<file path="src/inc/ucs_consts.svh">
`ifndef UCS_CONSTS_SVH
`define UCS_CONSTS_SVH

// ---------------------------------------------------------------------------
// Register offsets (byte addresses, one word each)
// ---------------------------------------------------------------------------
`define UCS_A_CTRL        5'h00
`define UCS_A_VOL         5'h04
`define UCS_A_BEEP        5'h08
`define UCS_A_TIME        5'h0C
`define UCS_A_POR         5'h10
`define UCS_A_STAT        5'h14

// ---------------------------------------------------------------------------
// Field positions
// ---------------------------------------------------------------------------
`define UCS_C_STYLE       0
`define UCS_C_JUMP        1
`define UCS_C_PU1         2
`define UCS_C_PU2         3
`define UCS_C_HOLD_LO     4
`define UCS_C_HOLD_HI     5
`define UCS_C_ROCK_LO     6
`define UCS_C_ROCK_HI     7
`define UCS_C_SHORTMEM    8
`define UCS_C_VLD_LO      10
`define UCS_C_VLD_HI      15
`define UCS_V_EN          0
`define UCS_V_STEP_LO     1
`define UCS_V_STEP_HI     2
`define UCS_V_RNG_LO      3
`define UCS_V_RNG_HI      8
`define UCS_V_DEF_LO      9
`define UCS_V_DEF_HI      14
`define UCS_B_STEP_EN     0
`define UCS_B_SFRQ_LO     1
`define UCS_B_SFRQ_HI     4
`define UCS_B_SLVL_LO     5
`define UCS_B_SLVL_HI     8
`define UCS_B_LIM_EN      9
`define UCS_B_LFRQ_LO     10
`define UCS_B_LFRQ_HI     13
`define UCS_B_LLVL_LO     14
`define UCS_B_LLVL_HI     17

// ---------------------------------------------------------------------------
// Reset values
// ---------------------------------------------------------------------------
`define UCS_RST_CTRL      32'h0000_0400
`define UCS_RST_VOL       32'h0000_3181
`define UCS_RST_BEEP      32'h0000_0000
`define UCS_RST_TIME      32'h0000_01F4
`define UCS_RST_POR       32'h0000_000A

// ---------------------------------------------------------------------------
// Limits and timing
// ---------------------------------------------------------------------------
`define UCS_NUM_MEM       6
`define UCS_MEM_D         3'h3
`define UCS_VOL_MAX_DB    6'h30
`define UCS_CLK_NS        5
`define UCS_TICK_NS       1000000
`define UCS_TICK_CYC      (`UCS_TICK_NS / `UCS_CLK_NS)
`define UCS_HOLD1_MS      1500
`define UCS_HOLD2_MS      3500
`define UCS_HOLD3_MS      5500
`define UCS_POR_UNIT_MS   100

`endif

</file>
<file path="src/inc/ucs_pkg.sv">
`include "ucs_consts.svh"

package ucs_pkg;

   // Rocker switch personalities.
   typedef enum logic [1:0] {
      UCS_ROCK_VOL,
      UCS_ROCK_MEM,
      UCS_ROCK_MIX
   } ucs_rock_t;

   // State of one switch conditioner.
   typedef struct packed {
      logic lvl;
      logic prs;
      logic unp;
   } ucs_cond_t;

   // Whole state of the switch controller.
   typedef struct packed {
      logic [31:0] ctrl;
      logic [31:0] vcfg;
      logic [31:0] bcfg;
      logic [31:0] tcfg;
      logic [31:0] pcfg;
      logic [31:0] rdata;
      logic [17:0] tick_cnt;
      logic [15:0] por_ms;
      logic        por_done;
      logic [2:0]  mem;
      logic [2:0]  saved;
      logic        in_tel;
      logic [12:0] hold_ms;
      logic [5:0]  vol;
      logic        pressing;
      logic        press_up;
      logic [15:0] press_ms;
      logic        beep_start;
      logic [1:0]  beep_count;
      logic [3:0]  beep_freq;
      logic [3:0]  beep_level;
   } ucs_state_t;

endpackage : ucs_pkg

</file>
<file path="src/logic/ucs_sw_cond.sv">
`timescale 1ns/1ps

// Turns one switch pin into an active level and one-cycle press and
// release pulses, folding in the pull-up or pull-down bias choice.
module ucs_sw_cond
   import ucs_pkg::*;
(
   input  wire logic ref_clk,
   input  wire logic rst,
   input  wire logic pin,
   input  wire logic pull_up,
   output logic      level,
   output logic      press,
   output logic      unpress
);

   ucs_cond_t s;
   ucs_cond_t next_s;
   logic      act;

   // With a pull-up bias a closed switch pulls the pin low.
   assign act = pin ^ pull_up;

   // Edge detection gives exactly one pulse per closure.
   always_comb begin
      next_s     = s;
      next_s.lvl = act;
      next_s.prs = act & ~s.lvl;
      next_s.unp = ~act & s.lvl;
   end

   always_ff @(posedge ref_clk) begin
      if (rst) begin
         s <= '0;
      end else begin
         s <= next_s;
      end
   end

   assign level   = s.lvl;
   assign press   = s.prs;
   assign unpress = s.unp;

endmodule : ucs_sw_cond

</file>
<file path="src/logic/ucs_switch_ctrl.sv">
// Chosen here: the address map and strobed register access.
`timescale 1ns/1ps

// Summary of operation
// - Momentary mode starts in memory A; each button press loads next valid.
// - A press while in the last valid memory wraps back to memory A.
// - Six memories; A always valid; invalid memories are skipped.
// - Plain momentary stepping with momentary style and jump disabled.
// - Select inputs share one momentary or static style; each is pull-up or pull-down.
// - With telecoil jump, closing the second select switch selects D.
// - Leaving D waits 1.5, 3.5 or 5.5 s after opening, or none.
// - Up pin closure raises gain one step; down pin lowers one step.
// - Up pin at supply steps volume up; down pin at supply steps down.
// - Stepped volume has an enable and a 1 to 4 dB step.
// - Volume range programmable 0 to 48 dB in 1 dB units.
// - At power-up the programmed default volume becomes current.
// - Each volume step may beep with programmed tone and loudness.
// - Stepping past a range limit gives two limit beeps if enabled.
// - Rocker works as volume only, memory select only, or mixed.
// - Mixed rocker splits short and long presses by a threshold.
// - Momentary presses are ignored during the power-on delay.
module ucs_switch_ctrl
   import ucs_pkg::*;
#(
   parameter logic [17:0] TICK_CYC = 18'(`UCS_TICK_CYC)
)
(
   input  wire logic        ref_clk,
   input  wire logic        rst,
   input  wire logic        primary_select_line,
   input  wire logic        secondary_select_line,
   input  wire logic        volume_up_pin,
   input  wire logic        volume_down_pin,
   input  wire logic [4:0]  reg_addr,
   input  wire logic [31:0] reg_wdata,
   input  wire logic        reg_wr,
   input  wire logic        reg_rd,
   output logic [31:0]      reg_rdata,
   output logic [2:0]       memory_sel,
   output logic [5:0]       volume_db,
   output logic             audio_enable,
   output logic             beep_start,
   output logic [1:0]       beep_count,
   output logic [3:0]       beep_freq,
   output logic [3:0]       beep_level
);

   // -------------------------------------------------------------------
   // Switch conditioning
   // -------------------------------------------------------------------
   ucs_state_t s;
   ucs_state_t next_s;
   logic       p_lvl, p_prs;
   logic       t_lvl, t_prs;
   logic       u_lvl, u_prs, u_unp;
   logic       d_lvl, d_prs, d_unp;

   // Select lines honour the programmed bias; volume pins are high-true.
   ucs_sw_cond u_prim (
      .ref_clk (ref_clk),
      .rst     (rst),
      .pin     (primary_select_line),
      .pull_up (s.ctrl[`UCS_C_PU1]),
      .level   (p_lvl),
      .press   (p_prs),
      .unpress ()
   );

   ucs_sw_cond u_sec (
      .ref_clk (ref_clk),
      .rst     (rst),
      .pin     (secondary_select_line),
      .pull_up (s.ctrl[`UCS_C_PU2]),
      .level   (t_lvl),
      .press   (t_prs),
      .unpress ()
   );

   ucs_sw_cond u_up (
      .ref_clk (ref_clk),
      .rst     (rst),
      .pin     (volume_up_pin),
      .pull_up (1'b0),
      .level   (u_lvl),
      .press   (u_prs),
      .unpress (u_unp)
   );

   ucs_sw_cond u_dn (
      .ref_clk (ref_clk),
      .rst     (rst),
      .pin     (volume_down_pin),
      .pull_up (1'b0),
      .level   (d_lvl),
      .press   (d_prs),
      .unpress (d_unp)
   );

   // -------------------------------------------------------------------
   // Helpers
   // -------------------------------------------------------------------

   // Next valid memory after cur; falls back to A when none is left.
   function automatic logic [2:0] ucs_next_mem(
      input logic [2:0]             cur,
      input logic [`UCS_NUM_MEM-1:0] vld,
      input logic                   skip_d
   );
      logic [2:0] r;
      logic       hit;
      r   = 3'h0;
      hit = 1'b0;
      for (int i = 1; i < `UCS_NUM_MEM; i++) begin
         if (!hit && i > int'(cur) && vld[i] &&
             !(skip_d && 3'(i) == `UCS_MEM_D)) begin
            r   = 3'(i);
            hit = 1'b1;
         end
      end
      return r;
   endfunction : ucs_next_mem

   logic                    tick;
   logic [`UCS_NUM_MEM-1:0] vld;
   logic                    style_static;
   logic                    jump;
   logic [5:0]              rng;
   logic [5:0]              dflt;
   logic [2:0]              step;
   logic [6:0]              vsum;
   logic [12:0]             hold_lim;
   logic [2:0]              stat_mem;
   logic [15:0]             por_lim;
   ucs_rock_t               rock;

   assign tick         = (s.tick_cnt == TICK_CYC - 18'h1);
   // Memory A cannot be switched off.
   assign vld          = {s.ctrl[`UCS_C_VLD_HI:`UCS_C_VLD_LO+1], 1'b1};
   assign style_static = s.ctrl[`UCS_C_STYLE];
   assign jump         = s.ctrl[`UCS_C_JUMP];
   assign step = {1'b0, s.vcfg[`UCS_V_STEP_HI:`UCS_V_STEP_LO]} + 3'h1;
   // Programmed range beyond 48 dB is clipped rather than trusted.
   assign rng  = (s.vcfg[`UCS_V_RNG_HI:`UCS_V_RNG_LO] > `UCS_VOL_MAX_DB)
               ? `UCS_VOL_MAX_DB
               : s.vcfg[`UCS_V_RNG_HI:`UCS_V_RNG_LO];
   assign dflt = (s.vcfg[`UCS_V_DEF_HI:`UCS_V_DEF_LO] > rng)
               ? rng : s.vcfg[`UCS_V_DEF_HI:`UCS_V_DEF_LO];
   assign por_lim = 16'(s.pcfg[7:0]) * 16'(`UCS_POR_UNIT_MS);

   // Telecoil hold time in ms; code zero leaves memory D at once.
   always_comb begin
      case (s.ctrl[`UCS_C_HOLD_HI:`UCS_C_HOLD_LO])
         2'h1:    hold_lim = 13'(`UCS_HOLD1_MS);
         2'h2:    hold_lim = 13'(`UCS_HOLD2_MS);
         2'h3:    hold_lim = 13'(`UCS_HOLD3_MS);
         default: hold_lim = 13'h0000;
      endcase
   end

   // Static switches: 2 bits pick a memory, invalid ones give A.
   always_comb begin
      case ({t_lvl, p_lvl})
         2'b01:   stat_mem = 3'h1;
         2'b10:   stat_mem = jump ? `UCS_MEM_D : 3'h2;
         2'b11:   stat_mem = `UCS_MEM_D;
         default: stat_mem = 3'h0;
      endcase
      if (!vld[stat_mem] && !(jump && t_lvl)) begin
         stat_mem = 3'h0;
      end
   end

   // Unknown rocker codes behave as plain volume control.
   always_comb begin
      case (s.ctrl[`UCS_C_ROCK_HI:`UCS_C_ROCK_LO])
         2'h1:    rock = UCS_ROCK_MEM;
         2'h2:    rock = UCS_ROCK_MIX;
         default: rock = UCS_ROCK_VOL;
      endcase
   end

   // -------------------------------------------------------------------
   // Next-state logic
   // -------------------------------------------------------------------
   always_comb begin
      logic mem_evt;
      logic up_evt;
      logic dn_evt;
      logic lng;
      logic at_lim;
      mem_evt = 1'b0;
      up_evt  = 1'b0;
      dn_evt  = 1'b0;
      lng     = 1'b0;
      at_lim  = 1'b0;
      vsum    = 7'h00;
      next_s  = s;
      next_s.beep_start = 1'b0;
      next_s.rdata      = 32'h0000_0000;

      // Register writes; unmapped addresses are ignored.
      if (reg_wr) begin
         case (reg_addr)
            `UCS_A_CTRL: next_s.ctrl = reg_wdata;
            `UCS_A_VOL:  next_s.vcfg = reg_wdata;
            `UCS_A_BEEP: next_s.bcfg = reg_wdata;
            `UCS_A_TIME: next_s.tcfg = reg_wdata;
            `UCS_A_POR:  next_s.pcfg = reg_wdata;
            default: ;
         endcase
      end

      // Read data stands for the one cycle after the strobe only.
      if (reg_rd) begin
         case (reg_addr)
            `UCS_A_CTRL: next_s.rdata = s.ctrl;
            `UCS_A_VOL:  next_s.rdata = s.vcfg;
            `UCS_A_BEEP: next_s.rdata = s.bcfg;
            `UCS_A_TIME: next_s.rdata = s.tcfg;
            `UCS_A_POR:  next_s.rdata = s.pcfg;
            `UCS_A_STAT: next_s.rdata = {21'h0, s.in_tel, s.por_done,
                                         s.vol, s.mem};
            default:     next_s.rdata = 32'h0000_0000;
         endcase
      end

      // Millisecond time base shared by all timers.
      next_s.tick_cnt = tick ? 18'h0 : s.tick_cnt + 18'h1;

      // Power-on delay: volume follows the programmed default until
      // audio opens, so late configuration still takes effect.
      if (!s.por_done) begin
         next_s.vol = dflt;
         if (s.por_ms >= por_lim) begin
            next_s.por_done = 1'b1;
         end else if (tick) begin
            next_s.por_ms = s.por_ms + 16'h1;
         end
      end

      // Rocker events; presses during the delay are dropped whole.
      if (s.por_done) begin
         case (rock)
            UCS_ROCK_MEM: begin
               mem_evt = u_prs | d_prs;
            end
            UCS_ROCK_MIX: begin
               // Classification happens on release, so a long press
               // acts only once the finger lifts.
               if (!s.pressing && (u_prs || d_prs)) begin
                  next_s.pressing = 1'b1;
                  next_s.press_up = u_prs;
                  next_s.press_ms = 16'h0;
               end else if (s.pressing) begin
                  if (tick && s.press_ms != 16'hFFFF) begin
                     next_s.press_ms = s.press_ms + 16'h1;
                  end
                  if ((s.press_up && u_unp) || (!s.press_up && d_unp)) begin
                     next_s.pressing = 1'b0;
                     lng = (s.press_ms >= s.tcfg[15:0]);
                     if (lng ^ s.ctrl[`UCS_C_SHORTMEM]) begin
                        mem_evt = 1'b1;
                     end else begin
                        up_evt = s.press_up;
                        dn_evt = ~s.press_up;
                     end
                  end
               end
            end
            default: begin
               up_evt = u_prs;
               dn_evt = d_prs;
            end
         endcase
         if (!style_static) begin
            mem_evt = mem_evt | p_prs;
         end
      end

      // Telecoil jump: memory D while closed, held after opening.
      if (jump && t_lvl) begin
         if (!s.in_tel) begin
            next_s.saved = s.mem;
         end
         next_s.in_tel  = 1'b1;
         next_s.mem     = `UCS_MEM_D;
         next_s.hold_ms = 13'h0000;
      end else if (s.in_tel) begin
         if (s.hold_ms >= hold_lim) begin
            next_s.in_tel = 1'b0;
            next_s.mem    = style_static ? stat_mem : s.saved;
         end else if (tick) begin
            next_s.hold_ms = s.hold_ms + 13'h1;
         end
      end else if (style_static) begin
         next_s.mem = stat_mem;
      end else if (mem_evt) begin
         // D is reserved for the telecoil in jump mode.
         next_s.mem = ucs_next_mem(s.mem, vld, jump);
      end

      // Volume stepping saturates at the range ends.
      if (s.vcfg[`UCS_V_EN] && (up_evt || dn_evt)) begin
         if (up_evt) begin
            at_lim = (s.vol >= rng);
            vsum   = {1'b0, s.vol} + {4'h0, step};
            next_s.vol = (vsum > {1'b0, rng}) ? rng : vsum[5:0];
         end else begin
            at_lim = (s.vol == 6'h00);
            next_s.vol = (s.vol > {3'h0, step})
                       ? s.vol - {3'h0, step} : 6'h00;
         end
         if (at_lim) begin
            next_s.vol = s.vol;
            if (s.bcfg[`UCS_B_LIM_EN]) begin
               next_s.beep_start = 1'b1;
               next_s.beep_count = 2'h2;
               next_s.beep_freq  = s.bcfg[`UCS_B_LFRQ_HI:`UCS_B_LFRQ_LO];
               next_s.beep_level = s.bcfg[`UCS_B_LLVL_HI:`UCS_B_LLVL_LO];
            end
         end else if (s.bcfg[`UCS_B_STEP_EN]) begin
            next_s.beep_start = 1'b1;
            next_s.beep_count = 2'h1;
            next_s.beep_freq  = s.bcfg[`UCS_B_SFRQ_HI:`UCS_B_SFRQ_LO];
            next_s.beep_level = s.bcfg[`UCS_B_SLVL_HI:`UCS_B_SLVL_LO];
         end
      end
   end

   // -------------------------------------------------------------------
   // State register
   // -------------------------------------------------------------------
   always_ff @(posedge ref_clk) begin
      if (rst) begin
         s      <= '0;
         s.ctrl <= `UCS_RST_CTRL;
         s.vcfg <= `UCS_RST_VOL;
         s.bcfg <= `UCS_RST_BEEP;
         s.tcfg <= `UCS_RST_TIME;
         s.pcfg <= `UCS_RST_POR;
      end else begin
         s <= next_s;
      end
   end

   assign reg_rdata    = s.rdata;
   assign memory_sel   = s.mem;
   assign volume_db    = s.vol;
   assign audio_enable = s.por_done;
   assign beep_start   = s.beep_start;
   assign beep_count   = s.beep_count;
   assign beep_freq    = s.beep_freq;
   assign beep_level   = s.beep_level;

endmodule : ucs_switch_ctrl

</file>
<file path="config.mk">
export PLATFORM = sky130hd
export DESIGN_NAME = ucs_switch_ctrl
export DESIGN_NICKNAME = d
export VERILOG_FILES = /design/src/inc/ucs_pkg.sv /design/src/logic/ucs_sw_cond.sv /design/src/logic/ucs_switch_ctrl.sv
export VERILOG_INCLUDE_DIRS = /design/src /design/src/inc
export SDC_FILE = /design/constraint.sdc
export NUM_CORES = 1
export LEC_CHECK = 0
export ABC_AREA = 1
export BUFFER_PORTS_ARGS = -buffer_cell sky130_fd_sc_hd__buf_2
export CAP_MARGIN = 30
export CORE_MARGIN = 1.5
export CORE_UTILIZATION = 50
export CTS_CLUSTER_SIZE = 30
export DETAILED_ROUTE_END_ITERATION = 12
export PLACE_DENSITY = 0.68
export SYNTH_ARGS = -nofsm -noshare
export SYNTH_HDL_FRONTEND = slang
export SYNTH_SLANG_ARGS = --single-unit
</file>
<file path="constraint.sdc">
create_clock -name ref_clk -period 5.75 [get_ports ref_clk]
set_input_delay 0.2875 -clock ref_clk [delete_from_list [all_inputs] [get_ports ref_clk]]
set_output_delay 0.2875 -clock ref_clk [all_outputs]
set_load 0.05 [all_outputs]
</file>
==> impl_results.html, run 1 <==
<table>
<tr><th>Metric</th><th>Value</th></tr>
<tr><th colspan="2">Route</th></tr>
<tr><td>Antenna violation net count after detailed routing</td><td>0</td></tr>
<tr><td>Average wire length per cell after detail routing</td><td>15.9 um</td></tr>
<tr><td>Detailed-routing iteration count for the pre-antenna-repair pass</td><td>6</td></tr>
<tr><td>Final wirelength</td><td>40.0 mm</td></tr>
<tr><td>DRC marker count from the first detailed-route iteration</td><td>1055</td></tr>
<tr><td>Avg Vias per Cell</td><td>5.44</td></tr>
<tr><td># DRC</td><td>0</td></tr>
<tr><td>Routed via count</td><td>13652</td></tr>
<tr><th colspan="2">Pwr</th></tr>
<tr><td>Worst IR drop on VDD</td><td>221 uV</td></tr>
<tr><td>Static Leak</td><td>6.93 nW</td></tr>
<tr><td>Total power per unit cell area</td><td>260 nW/um^2</td></tr>
<tr><td>Total power consumption of the routed design</td><td>4.35 mW</td></tr>
<tr><th colspan="2">Global routing</th></tr>
<tr><td>Global-route wire length before repair</td><td>64.5 mm</td></tr>
<tr><td>Vias in the first global route</td><td>12698</td></tr>
<tr><td>Global-route track usage on met3</td><td>0.0409</td></tr>
<tr><td>GRT Overall Usage</td><td>0.254</td></tr>
<tr><td>Most crowded layer after global routing</td><td>met2</td></tr>
<tr><td>Initial antenna violation count</td><td>2</td></tr>
<tr><td>Total overflow reported by the global router</td><td>0</td></tr>
<tr><td>Met1 capacity usage during global routing</td><td>0.348</td></tr>
<tr><td>Maximum number of pins on one net before global-route repair</td><td>113</td></tr>
<tr><td>Global Route met2 Usage</td><td>0.407</td></tr>
<tr><th colspan="2">Yosys</th></tr>
<tr><td>Main synth FF type</td><td>sky130_fd_sc_hd__dfxtp_1</td></tr>
<tr><td>Count of warnings emitted by yosys</td><td>0</td></tr>
<tr><td>Cell area after synthesis</td><td>15200 um^2</td></tr>
<tr><td>Post-synthesis area per instance</td><td>7.30 um^2</td></tr>
<tr><td>Unique masters post-synth</td><td>47</td></tr>
<tr><td>Net count after synthesis</td><td>2238</td></tr>
<tr><td>FFs w/ async S/R, synth</td><td>0</td></tr>
<tr><td>Gate count of the mapped netlist</td><td>2085</td></tr>
<tr><td>Post-synth EDFFs</td><td>0</td></tr>
<tr><td>Share of the yosys chip area belonging to registers</td><td>0.383</td></tr>
<tr><td>Synthesized flop and latch total</td><td>291</td></tr>
<tr><th colspan="2">CTS</th></tr>
<tr><td>CTS buffer count</td><td>31</td></tr>
<tr><td>CTS root buffer</td><td>sky130_fd_sc_hd__clkbuf_16</td></tr>
<tr><td>Source-to-sink clock delay at the later pin of the worst-skew pair</td><td>0.57 ns</td></tr>
<tr><td>TritonCTS clock tree</td><td>built</td></tr>
<tr><td>CTS clock-pin slew for the worst setup and hold paths</td><td>0.06 ns</td></tr>
<tr><td>Number of H-tree branching levels</td><td>1</td></tr>
<tr><td>TritonCTS Sinks</td><td>291</td></tr>
<tr><td>Max Buffers Root-to-Sink</td><td>3</td></tr>
<tr><th colspan="2">Critical path</th></tr>
<tr><td>Worst path required time</td><td>6.17 ns</td></tr>
<tr><td>Kind of end point of the critical path</td><td>flop</td></tr>
<tr><td>Crit path launch type</td><td>flop</td></tr>
<tr><td>Launching point of the worst reg2reg path</td><td>s[126]</td></tr>
<tr><td>Kind of critical path</td><td>reg -&gt; reg</td></tr>
<tr><td>Largest fanout of any net on the critical path</td><td>13</td></tr>
<tr><td>Flop-to-flop setup slack</td><td>0.94 ns</td></tr>
<tr><td>Source of the critical timing path</td><td>s[126]</td></tr>
<tr><td>Arrival time at the worst endpoint</td><td>5.23 ns</td></tr>
<tr><td>Reg2Reg Depth</td><td>23</td></tr>
<tr><th colspan="2">Final layout</th></tr>
<tr><td>Fraction of final layout cells with drive strength greater than 1</td><td>0.0929</td></tr>
<tr><td>Final std cells w/o fill</td><td>2511</td></tr>
<tr><td>Area used by sequential logic in the layout</td><td>5830 um^2</td></tr>
<tr><td>Final-stage net count</td><td>2253</td></tr>
<tr><td>Total area of multi-input combinational cells</td><td>7510 um^2</td></tr>
<tr><td>Relative area change from synthesis to final layout</td><td>9.65%</td></tr>
<tr><td>Number of filler instances in the final layout</td><td>2839</td></tr>
<tr><td>Final design instance area without fill</td><td>16700 um^2</td></tr>
<tr><td>Finished Core Util</td><td>0.560</td></tr>
<tr><th colspan="2">STA</th></tr>
<tr><td>Final worst path period need</td><td>4.81 ns</td></tr>
<tr><td>Final setup TNS</td><td>0 ns</td></tr>
<tr><td>Part of the cycle the worst path needs</td><td>0.837</td></tr>
<tr><td>Final Slew Violations</td><td>0</td></tr>
<tr><td>FMAX</td><td>208 MHz</td></tr>
<tr><td>Worst relative slew slack</td><td>0.355</td></tr>
<tr><td>Hold Vio Cnt, Final</td><td>0</td></tr>
<tr><td>Clock skew</td><td>0.00950 ns</td></tr>
<tr><td>Pin slew with the least headroom to its limit</td><td>0.966 ns</td></tr>
<tr><td>Setup repair after global routing missed its margin</td><td>no</td></tr>
<tr><td>Setup violations, final</td><td>0</td></tr>
<tr><th colspan="2">Floorplan</th></tr>
<tr><td>Placement row count</td><td>63</td></tr>
<tr><td>Die Width</td><td>178 um</td></tr>
<tr><td>Die Y-Extent</td><td>178 um</td></tr>
<tr><td>Placeable core area</td><td>29800 um^2</td></tr>
<tr><td>Initial Util</td><td>0.511</td></tr>
<tr><td>DIE AREA</td><td>31500 um^2</td></tr>
<tr><td>Num ports</td><td>98</td></tr>
<tr><th colspan="2">Placed design</th></tr>
<tr><td>Cell count after placement</td><td>2452</td></tr>
<tr><td>Number of port buffers</td><td>97</td></tr>
<tr><td>Placement-stage cell area</td><td>15600 um^2</td></tr>
<tr><td>Final weighted congestion in routability-driven placement</td><td>0.915</td></tr>
<tr><td>Placed wire-length estimate</td><td>27.6 mm</td></tr>
<tr><th colspan="2">Min path</th></tr>
<tr><td>Hold-critical path depth</td><td>3</td></tr>
<tr><td>Type of the worst min-delay path</td><td>in -&gt; reg</td></tr>
<tr><td>Worst min-delay path startpoint</td><td>reg_wdata[13]</td></tr>
<tr><th colspan="2">Outcome</th></tr>
<tr><td>Run status</td><td>complete, no violations</td></tr>
<tr><th colspan="2">Run</th></tr>
<tr><td>Reported max-cap violation count</td><td>0</td></tr>
</table>
## timing repair
item | in CTS | in global routing
hold endpoints to repair | 7 | 0
hold buffers | 5 | 0
setup buffers | 0 | 0
endpoints found under the setup margin | 0 | 0
resized for setup | 0 | 0
## critical path: stages (launching register included)
cell                        delay, ns
sky130_fd_sc_hd__dfxtp_1         0.41
sky130_fd_sc_hd__ha_1            0.26
sky130_fd_sc_hd__ha_1            0.27
sky130_fd_sc_hd__inv_1           0.05
sky130_fd_sc_hd__fa_1            0.50
sky130_fd_sc_hd__inv_1           0.05
sky130_fd_sc_hd__ha_1            0.34
sky130_fd_sc_hd__a21oi_1         0.14
sky130_fd_sc_hd__o21ai_0         0.15
sky130_fd_sc_hd__a21oi_1         0.16
sky130_fd_sc_hd__nor2_1          0.05
sky130_fd_sc_hd__nor2_1          0.13
sky130_fd_sc_hd__o21ai_0         0.10
sky130_fd_sc_hd__a21oi_1         0.15
sky130_fd_sc_hd__xor2_1          0.19
sky130_fd_sc_hd__ha_1            0.26
sky130_fd_sc_hd__nand2_1         0.12
sky130_fd_sc_hd__nor2_1          0.05
sky130_fd_sc_hd__a2111oi_0       0.40
sky130_fd_sc_hd__nand3_1         0.15
sky130_fd_sc_hd__nor2_2          0.18
sky130_fd_sc_hd__nand2_1         0.33
sky130_fd_sc_hd__nand2_1         0.15
sky130_fd_sc_hd__a21oi_1         0.07
## metal layers
layer | vias up | part of all wire | routed length [um]
met5 | - | 0 | 0
met4 | 0 | 0.026 | 1050
met3 | 72 | 0.074 | 2950
met2 | 414 | 0.44 | 17600
met1 | 6273 | 0.46 | 18300
li1 | 6893 | - | -
## through the flow
step	hold WS, ns	setup slack [ns]
finish	0.00778	0.939
global route	0.0187	0.433
CTS	0.0000461	0.902
detailed placement	0.411	0.913
global placement	0.402	1.10
floorplan	0.398	1.40
## flip-flops by register name, indices dropped and copies added, names as in the netlist
signal	flops
volume_db	6
audio_enable	1
u_dn.level	1
u_sec.level	1
s	228
memory_sel	3
jump	1
u_up.press	1
u_prim.level	1
u_dn.press	1
beep_level	4
u_up.unpress	1
beep_count	2
beep_start	1
u_up.level	1
reg_rdata	32
u_dn.unpress	1
u_prim.press	1
beep_freq	4
## logic make-up (layout without fill, tap and decap cells)
group / count (synthesis) / after routing / synth area share
AO/OA/AOI/OAI: 561 / 561 / 0.194
XOR/XNOR: 36 / 36 / 0.0207
adder cells (fa/ha/maj): 108 / 108 / 0.0912
buffers and inverters: 447 / 482 / 0.125
flip-flops: 291 / 291 / 0.383
other: 0 / 1 / 0
AND/OR/NAND/NOR: 642 / 642 / 0.187
## power breakdown
group          switching (mW)  total, mW  internal (mW)  leakage [nW]
registers              0.0145       2.05           2.04          2.35
logic                   0.170      0.247         0.0769          4.06
clock network           0.812       2.05           1.23         0.518
total                   0.996       4.35           3.35          6.93
## synthesized netlist by cell type (all sizes together), types with 3 or more instances
library cell,number,area (um^2)
inv,306,1150
nor3b,4,40.0
o21a,3,22.5
o2111ai,3,26.3
clkbuf,73,274
nor4,8,56.3
nand3b,3,22.5
fa,5,100
and3,5,31.3
nand2,241,950
o21ai,212,1060
o22ai,75,469
xor2,24,210
a21oi,254,1270
dfxtp,291,5830
xnor2,12,105
nor3,64,325
o211ai,4,30.0
nor2,201,785
clkinv,4,15.0
ha,103,1290
a211oi,5,37.5
nand3,95,503
buf,64,459
nand4,18,113
## worst paths after layout
kind | to
setup / recovery | s[57]
hold / removal | s[231]
setup reg to reg | s[57]
hold reg to reg | u_dn.press
## cell usage in the layout, fill, tap and decap left out, types with 4 or more instances in the layout
master and count:
sky130_fd_sc_hd__a211oi_1 5, sky130_fd_sc_hd__a21oi_1 254, sky130_fd_sc_hd__and3_1 5, sky130_fd_sc_hd__buf_2 97, sky130_fd_sc_hd__buf_4 17, sky130_fd_sc_hd__clkbuf_1 6, sky130_fd_sc_hd__clkbuf_16 31, sky130_fd_sc_hd__clkbuf_8 9
sky130_fd_sc_hd__clkinv_1 4, sky130_fd_sc_hd__clkinv_2 4, sky130_fd_sc_hd__dfxtp_1 291, sky130_fd_sc_hd__dlygate4sd3_1 5, sky130_fd_sc_hd__fa_1 5, sky130_fd_sc_hd__ha_1 103, sky130_fd_sc_hd__inv_1 299, sky130_fd_sc_hd__inv_2 6
sky130_fd_sc_hd__nand2_1 231, sky130_fd_sc_hd__nand2_2 6, sky130_fd_sc_hd__nand2_4 4, sky130_fd_sc_hd__nand3_1 91, sky130_fd_sc_hd__nand4_1 18, sky130_fd_sc_hd__nor2_1 191, sky130_fd_sc_hd__nor2_2 9, sky130_fd_sc_hd__nor3_1 63
sky130_fd_sc_hd__nor4_1 7, sky130_fd_sc_hd__o211ai_1 4, sky130_fd_sc_hd__o21ai_0 209, sky130_fd_sc_hd__o22ai_1 75, sky130_fd_sc_hd__xnor2_1 12, sky130_fd_sc_hd__xor2_1 24
## area by class of cell
cell class | count | area share
inverters | 310 | 0.0698
clock inverters | 7 | 0.00749
flip-flops and latches | 291 | 0.349
diodes | 1 | 0.000150
repair buffers | 119 | 0.0397
clock buffers | 46 | 0.0552
well taps | 390 | 0.0292
multi-input cells | 1347 | 0.450
No activity file was read; power rests on OpenSTA's default activity.
==> inputs of run 2 (changes only) <==
--- a/config.mk
+++ b/config.mk
@@ -6,14 +6,14 @@
 export SDC_FILE = /design/constraint.sdc
 export NUM_CORES = 1
 export LEC_CHECK = 0
-export ABC_AREA = 1
+export ABC_AREA = 0
 export BUFFER_PORTS_ARGS = -buffer_cell sky130_fd_sc_hd__buf_2
 export CAP_MARGIN = 30
 export CORE_MARGIN = 1.5
 export CORE_UTILIZATION = 50
 export CTS_CLUSTER_SIZE = 30
 export DETAILED_ROUTE_END_ITERATION = 12
-export PLACE_DENSITY = 0.68
+export PLACE_DENSITY = 0.7
 export SYNTH_ARGS = -nofsm -noshare
 export SYNTH_HDL_FRONTEND = slang
 export SYNTH_SLANG_ARGS = --single-unit
==> constraint.sdc (replaced) <==
create_clock -name ref_clk -period 4.4 [get_ports ref_clk]
set_input_delay 0.22 -clock ref_clk [delete_from_list [all_inputs] [get_ports ref_clk]]
set_output_delay 0.22 -clock ref_clk [all_outputs]
set_load 0.05 [all_outputs]
==> impl_results.html, run 2 <==
<table>
<tr><th>Metric</th><th>Value</th></tr>
<tr><th colspan="2">Route</th></tr>
<tr><td># DRC</td><td>0</td></tr>
<tr><td>Final wirelength</td><td>41.5 mm</td></tr>
<tr><td>Average wire length per cell after detail routing</td><td>18.2 um</td></tr>
<tr><td>Avg Vias per Cell</td><td>5.74</td></tr>
<tr><td>Detailed-routing iteration count for the pre-antenna-repair pass</td><td>5</td></tr>
<tr><td>Antenna violation net count after detailed routing</td><td>0</td></tr>
<tr><td>DRC marker count from the first detailed-route iteration</td><td>1129</td></tr>
<tr><td>Routed via count</td><td>13094</td></tr>
<tr><th colspan="2">Global routing</th></tr>
<tr><td>Vias in the first global route</td><td>12542</td></tr>
<tr><td>Initial antenna violation count</td><td>4</td></tr>
<tr><td>Global-route wire length before repair</td><td>66.1 mm</td></tr>
<tr><td>Total overflow reported by the global router</td><td>0</td></tr>
<tr><td>Maximum number of pins on one net before global-route repair</td><td>84</td></tr>
<tr><td>GRT Overall Usage</td><td>0.266</td></tr>
<tr><th colspan="2">STA</th></tr>
<tr><td>Final worst path period need</td><td>4.45 ns</td></tr>
<tr><td>Final Slew Violations</td><td>0</td></tr>
<tr><td>Hold Vio Cnt, Final</td><td>0</td></tr>
<tr><td>Clock skew</td><td>0.00887 ns</td></tr>
<tr><td>Part of the cycle the worst path needs</td><td>1.01</td></tr>
<tr><td>Slack of the critical path</td><td>-0.0472 ns</td></tr>
<tr><td>Setup repair after global routing missed its margin</td><td>yes</td></tr>
<tr><td>Setup violations, final</td><td>1</td></tr>
<tr><td>FMAX</td><td>225 MHz</td></tr>
<tr><td>Worst relative slew slack</td><td>0.362</td></tr>
<tr><td>Pin slew with the least headroom to its limit</td><td>0.947 ns</td></tr>
<tr><th colspan="2">Final layout</th></tr>
<tr><td>Finished Core Util</td><td>0.586</td></tr>
<tr><td>Area used by sequential logic in the layout</td><td>5840 um^2</td></tr>
<tr><td>Flip-flop count of the largest register, all copies and words added</td><td>228</td></tr>
<tr><td>Relative area change from synthesis to final layout</td><td>14.4%</td></tr>
<tr><td>Most frequent standard cell in the layout excluding fill and tap cells</td><td>sky130_fd_sc_hd__nand2_1</td></tr>
<tr><td>Most flops, register</td><td>s</td></tr>
<tr><td>Fraction of final layout cells with drive strength greater than 1</td><td>0.144</td></tr>
<tr><td>Total area of multi-input combinational cells</td><td>8170 um^2</td></tr>
<tr><td>Commonest non-fill, non-tap cells in the layout</td><td>sky130_fd_sc_hd__nand2_1 (394), sky130_fd_sc_hd__dfxtp_1 (288), sky130_fd_sc_hd__a21oi_1 (219)</td></tr>
<tr><td>Final-stage net count</td><td>2024</td></tr>
<tr><td>Number of filler instances in the final layout</td><td>2638</td></tr>
<tr><th colspan="2">Yosys</th></tr>
<tr><td>Post-synth EDFFs</td><td>0</td></tr>
<tr><td>Post-synthesis area per instance</td><td>8.21 um^2</td></tr>
<tr><td>Share of the yosys chip area belonging to registers</td><td>0.392</td></tr>
<tr><td>Cell area after synthesis</td><td>14900 um^2</td></tr>
<tr><td>Most instantiated library cell after synthesis</td><td>sky130_fd_sc_hd__nand2_1</td></tr>
<tr><td>Commonest cells post-synth</td><td>sky130_fd_sc_hd__nand2_1 (395), sky130_fd_sc_hd__dfxtp_1 (291), sky130_fd_sc_hd__a21oi_1 (225)</td></tr>
<tr><td>Ranking of synthesized cells by area</td><td>sky130_fd_sc_hd__dfxtp_1 (39%), sky130_fd_sc_hd__nand2_1 (10%), sky130_fd_sc_hd__ha_1 (8.7%), sky130_fd_sc_hd__a21oi_1 (7.6%), sky130_fd_sc_hd__buf_4 (2.6%)</td></tr>
<tr><td>Synthesized flop and latch total</td><td>291</td></tr>
<tr><td>Largest area contributor in the netlist</td><td>sky130_fd_sc_hd__dfxtp_1</td></tr>
<tr><td>Count of warnings emitted by yosys</td><td>0</td></tr>
<tr><td>Gate count of the mapped netlist</td><td>1810</td></tr>
<tr><td>Net count after synthesis</td><td>1963</td></tr>
<tr><td>FFs w/ async S/R, synth</td><td>0</td></tr>
<tr><td>Main synth FF type</td><td>sky130_fd_sc_hd__dfxtp_1</td></tr>
<tr><td>Unique masters post-synth</td><td>81</td></tr>
<tr><td>Share of the synthesized area in the top cell type</td><td>0.392</td></tr>
<tr><th colspan="2">Floorplan</th></tr>
<tr><td>Placement row count</td><td>62</td></tr>
<tr><td>Initial Util</td><td>0.512</td></tr>
<tr><td>Die Width</td><td>175 um</td></tr>
<tr><td>Die Y-Extent</td><td>175 um</td></tr>
<tr><td>DIE AREA</td><td>30800 um^2</td></tr>
<tr><td>Placeable core area</td><td>29000 um^2</td></tr>
<tr><td>Num ports</td><td>98</td></tr>
<tr><th colspan="2">Pwr</th></tr>
<tr><td>Worst IR drop on VDD</td><td>279 uV</td></tr>
<tr><td>Total power per unit cell area</td><td>326 nW/um^2</td></tr>
<tr><td>Static Leak</td><td>6.59 nW</td></tr>
<tr><th colspan="2">Placed design</th></tr>
<tr><td>Placed wire-length estimate</td><td>27.8 mm</td></tr>
<tr><td>Setup Slack @ Placement</td><td>-0.273 ns</td></tr>
<tr><td>Number of port buffers</td><td>97</td></tr>
<tr><td>Final weighted congestion in routability-driven placement</td><td>0.894</td></tr>
<tr><th colspan="2">Critical path</th></tr>
<tr><td>Worst path required time</td><td>4.89 ns</td></tr>
<tr><td>Kind of critical path</td><td>reg -&gt; reg</td></tr>
<tr><td>Kind of end point of the critical path</td><td>flop</td></tr>
<tr><td>Largest fanout of any net on the critical path</td><td>7</td></tr>
<tr><td>Arrival time at the worst endpoint</td><td>4.94 ns</td></tr>
<tr><td>Endpoint of the lowest-slack register-to-register path</td><td>s[69]</td></tr>
<tr><td>Launching point of the worst reg2reg path</td><td>s[125]</td></tr>
<tr><td>Crit path launch type</td><td>flop</td></tr>
<tr><td>Flop-to-flop setup slack</td><td>-0.05 ns</td></tr>
<tr><td>Reg2Reg Depth</td><td>20</td></tr>
<tr><th colspan="2">CTS</th></tr>
<tr><td>TritonCTS clock tree</td><td>built</td></tr>
<tr><td>CTS root buffer</td><td>sky130_fd_sc_hd__clkbuf_16</td></tr>
<tr><td>TritonCTS Sinks</td><td>291</td></tr>
<tr><td>Number of H-tree branching levels</td><td>1</td></tr>
<tr><td>Source-to-sink clock delay at the later pin of the worst-skew pair</td><td>0.57 ns</td></tr>
<tr><td>CTS clock-pin slew for the worst setup and hold paths</td><td>0.06 ns</td></tr>
<tr><td>Max Buffers Root-to-Sink</td><td>3</td></tr>
<tr><td>CTS buffer count</td><td>31</td></tr>
<tr><th colspan="2">Min path</th></tr>
<tr><td>Type of the worst min-delay path</td><td>in -&gt; reg</td></tr>
<tr><td>Worst min-delay path startpoint</td><td>secondary_select_line</td></tr>
<tr><td>Hold-critical path depth</td><td>3</td></tr>
<tr><td>Terminating pin of the worst hold path</td><td>u_sec.level</td></tr>
<tr><th colspan="2">Run</th></tr>
<tr><td>Reported max-cap violation count</td><td>0</td></tr>
<tr><th colspan="2">Outcome</th></tr>
<tr><td>Run status</td><td>complete, but fails checks</td></tr>
<tr><td>Violations in the final reports</td><td>negative setup slack</td></tr>
</table>
[run 2: cell types whose count changed in the layout (fill, tap and decap cells not counted), moves of 19 or more]
cell and delta:
sky130_fd_sc_hd__inv_1 -217, sky130_fd_sc_hd__o21ai_0 -176, sky130_fd_sc_hd__nand2_1 +163, sky130_fd_sc_hd__nor2_1 -103, sky130_fd_sc_hd__o22ai_1 -73, sky130_fd_sc_hd__nand3_1 -54, sky130_fd_sc_hd__nor3_1 -50, sky130_fd_sc_hd__a22oi_1 +41
sky130_fd_sc_hd__a21oi_1 -35, sky130_fd_sc_hd__dlygate4sd3_1 +30, sky130_fd_sc_hd__buf_4 +26, sky130_fd_sc_hd__mux2_2 +26, sky130_fd_sc_hd__mux2i_1 +20, sky130_fd_sc_hd__and3_1 +19
[run 2: per-layer routing]
metal	track usage	wire, um	up-vias
li1	-	-	6311
met1	0.353	17900	6241
met2	0.434	19000	449
met3	0.0407	2930	93
met4	0.106	1620	0
met5	0	0	-
[run 2: area by class of cell]
| class | count | area share |
|---|---|---|
| Clock inverter | 6 | 0.00508 |
| Tap cell | 384 | 0.0283 |
| Timing Repair Buffer | 178 | 0.0701 |
| Antenna cell | 2 | 0.000294 |
| Sequential cell | 291 | 0.343 |
| Clock buffer | 50 | 0.0539 |
| Multi-Input combinational cell | 1286 | 0.481 |
| Inverter | 83 | 0.0183 |
[run 2: cells by family after synthesis]
family | synth area share
AOI/OAI and AO/OA | 0.179
xor gates and xnor gates | 0.0335
adders and majority gates | 0.0935
buffers and inverters | 0.0721
DFF | 0.392
muxes | 0.0367
and+or+nand+nor | 0.193
[run 2: worst max path at each step]
stage / from / end / slack [ns] / cells past startpoint
2_1_floorplan: s[125] / s[67] / 0.02 / 20
3_3_place_gp: s[125] / s[65] / -0.09 / 20
3_5_place_dp: s[125] / s[65] / -0.27 / 20
4_1_cts: s[125] / s[65] / -0.15 / 20
5_1_grt: s[123] / s[69] / -0.23 / 21
6_report: s[125] / s[69] / -0.05 / 20
[run 2: critical path, cell delays in order, from the launching register on]
cell,delay [ns]
sky130_fd_sc_hd__dfxtp_4,0.37
sky130_fd_sc_hd__ha_4,0.27
sky130_fd_sc_hd__ha_4,0.19
sky130_fd_sc_hd__fa_1,0.54
sky130_fd_sc_hd__ha_4,0.22
sky130_fd_sc_hd__nor2b_4,0.13
sky130_fd_sc_hd__o21ai_4,0.15
sky130_fd_sc_hd__a21oi_2,0.08
sky130_fd_sc_hd__o21ai_1,0.12
sky130_fd_sc_hd__nand2b_1,0.08
sky130_fd_sc_hd__a21o_1,0.19
sky130_fd_sc_hd__a21oi_2,0.15
sky130_fd_sc_hd__xor2_1,0.09
sky130_fd_sc_hd__ha_2,0.20
sky130_fd_sc_hd__nor3_4,0.12
sky130_fd_sc_hd__nand2_1,0.09
sky130_fd_sc_hd__a21oi_2,0.16
sky130_fd_sc_hd__o31ai_2,0.10
sky130_fd_sc_hd__a2111o_1,0.45
sky130_fd_sc_hd__or4_1,0.53
sky130_fd_sc_hd__a21oi_1,0.13
[run 2: timing repair]
item                                   CTS  global route
setup buffers                            4             4
gates cloned                             0             1
hold buffers                            35             0
setup endpoints to repair               13            15
endpoints found under the hold margin  157             0
gates resized for setup                 22            24
pin swaps                               17            21
[run 2: power breakdown]
group	internal (mW)	total, mW	switching [mW]
clock network	1.53	2.60	1.07
registers	2.65	2.67	0.0221
logic	0.0990	0.270	0.171
[run 2: metrics by stage]
step / power, mW / setup TNS (ns) / hold WS [ns] / instance area, um^2 / cells
2_1_floorplan: 2.87 / 0 / 0.296 / 14900 / 1810
6_report: 5.55 / -0.0472 / 0.0145 / 17000 / 2280
4_1_cts: 5.57 / -0.201 / 0.0127 / 16900 / 2274
5_1_grt: 5.70 / -0.903 / 0.0476 / 17000 / 2279
3_3_place_gp: 2.97 / -0.262 / 0.393 / 15400 / 2179
3_5_place_dp: 2.97 / -1.74 / 0.402 / 15400 / 2179
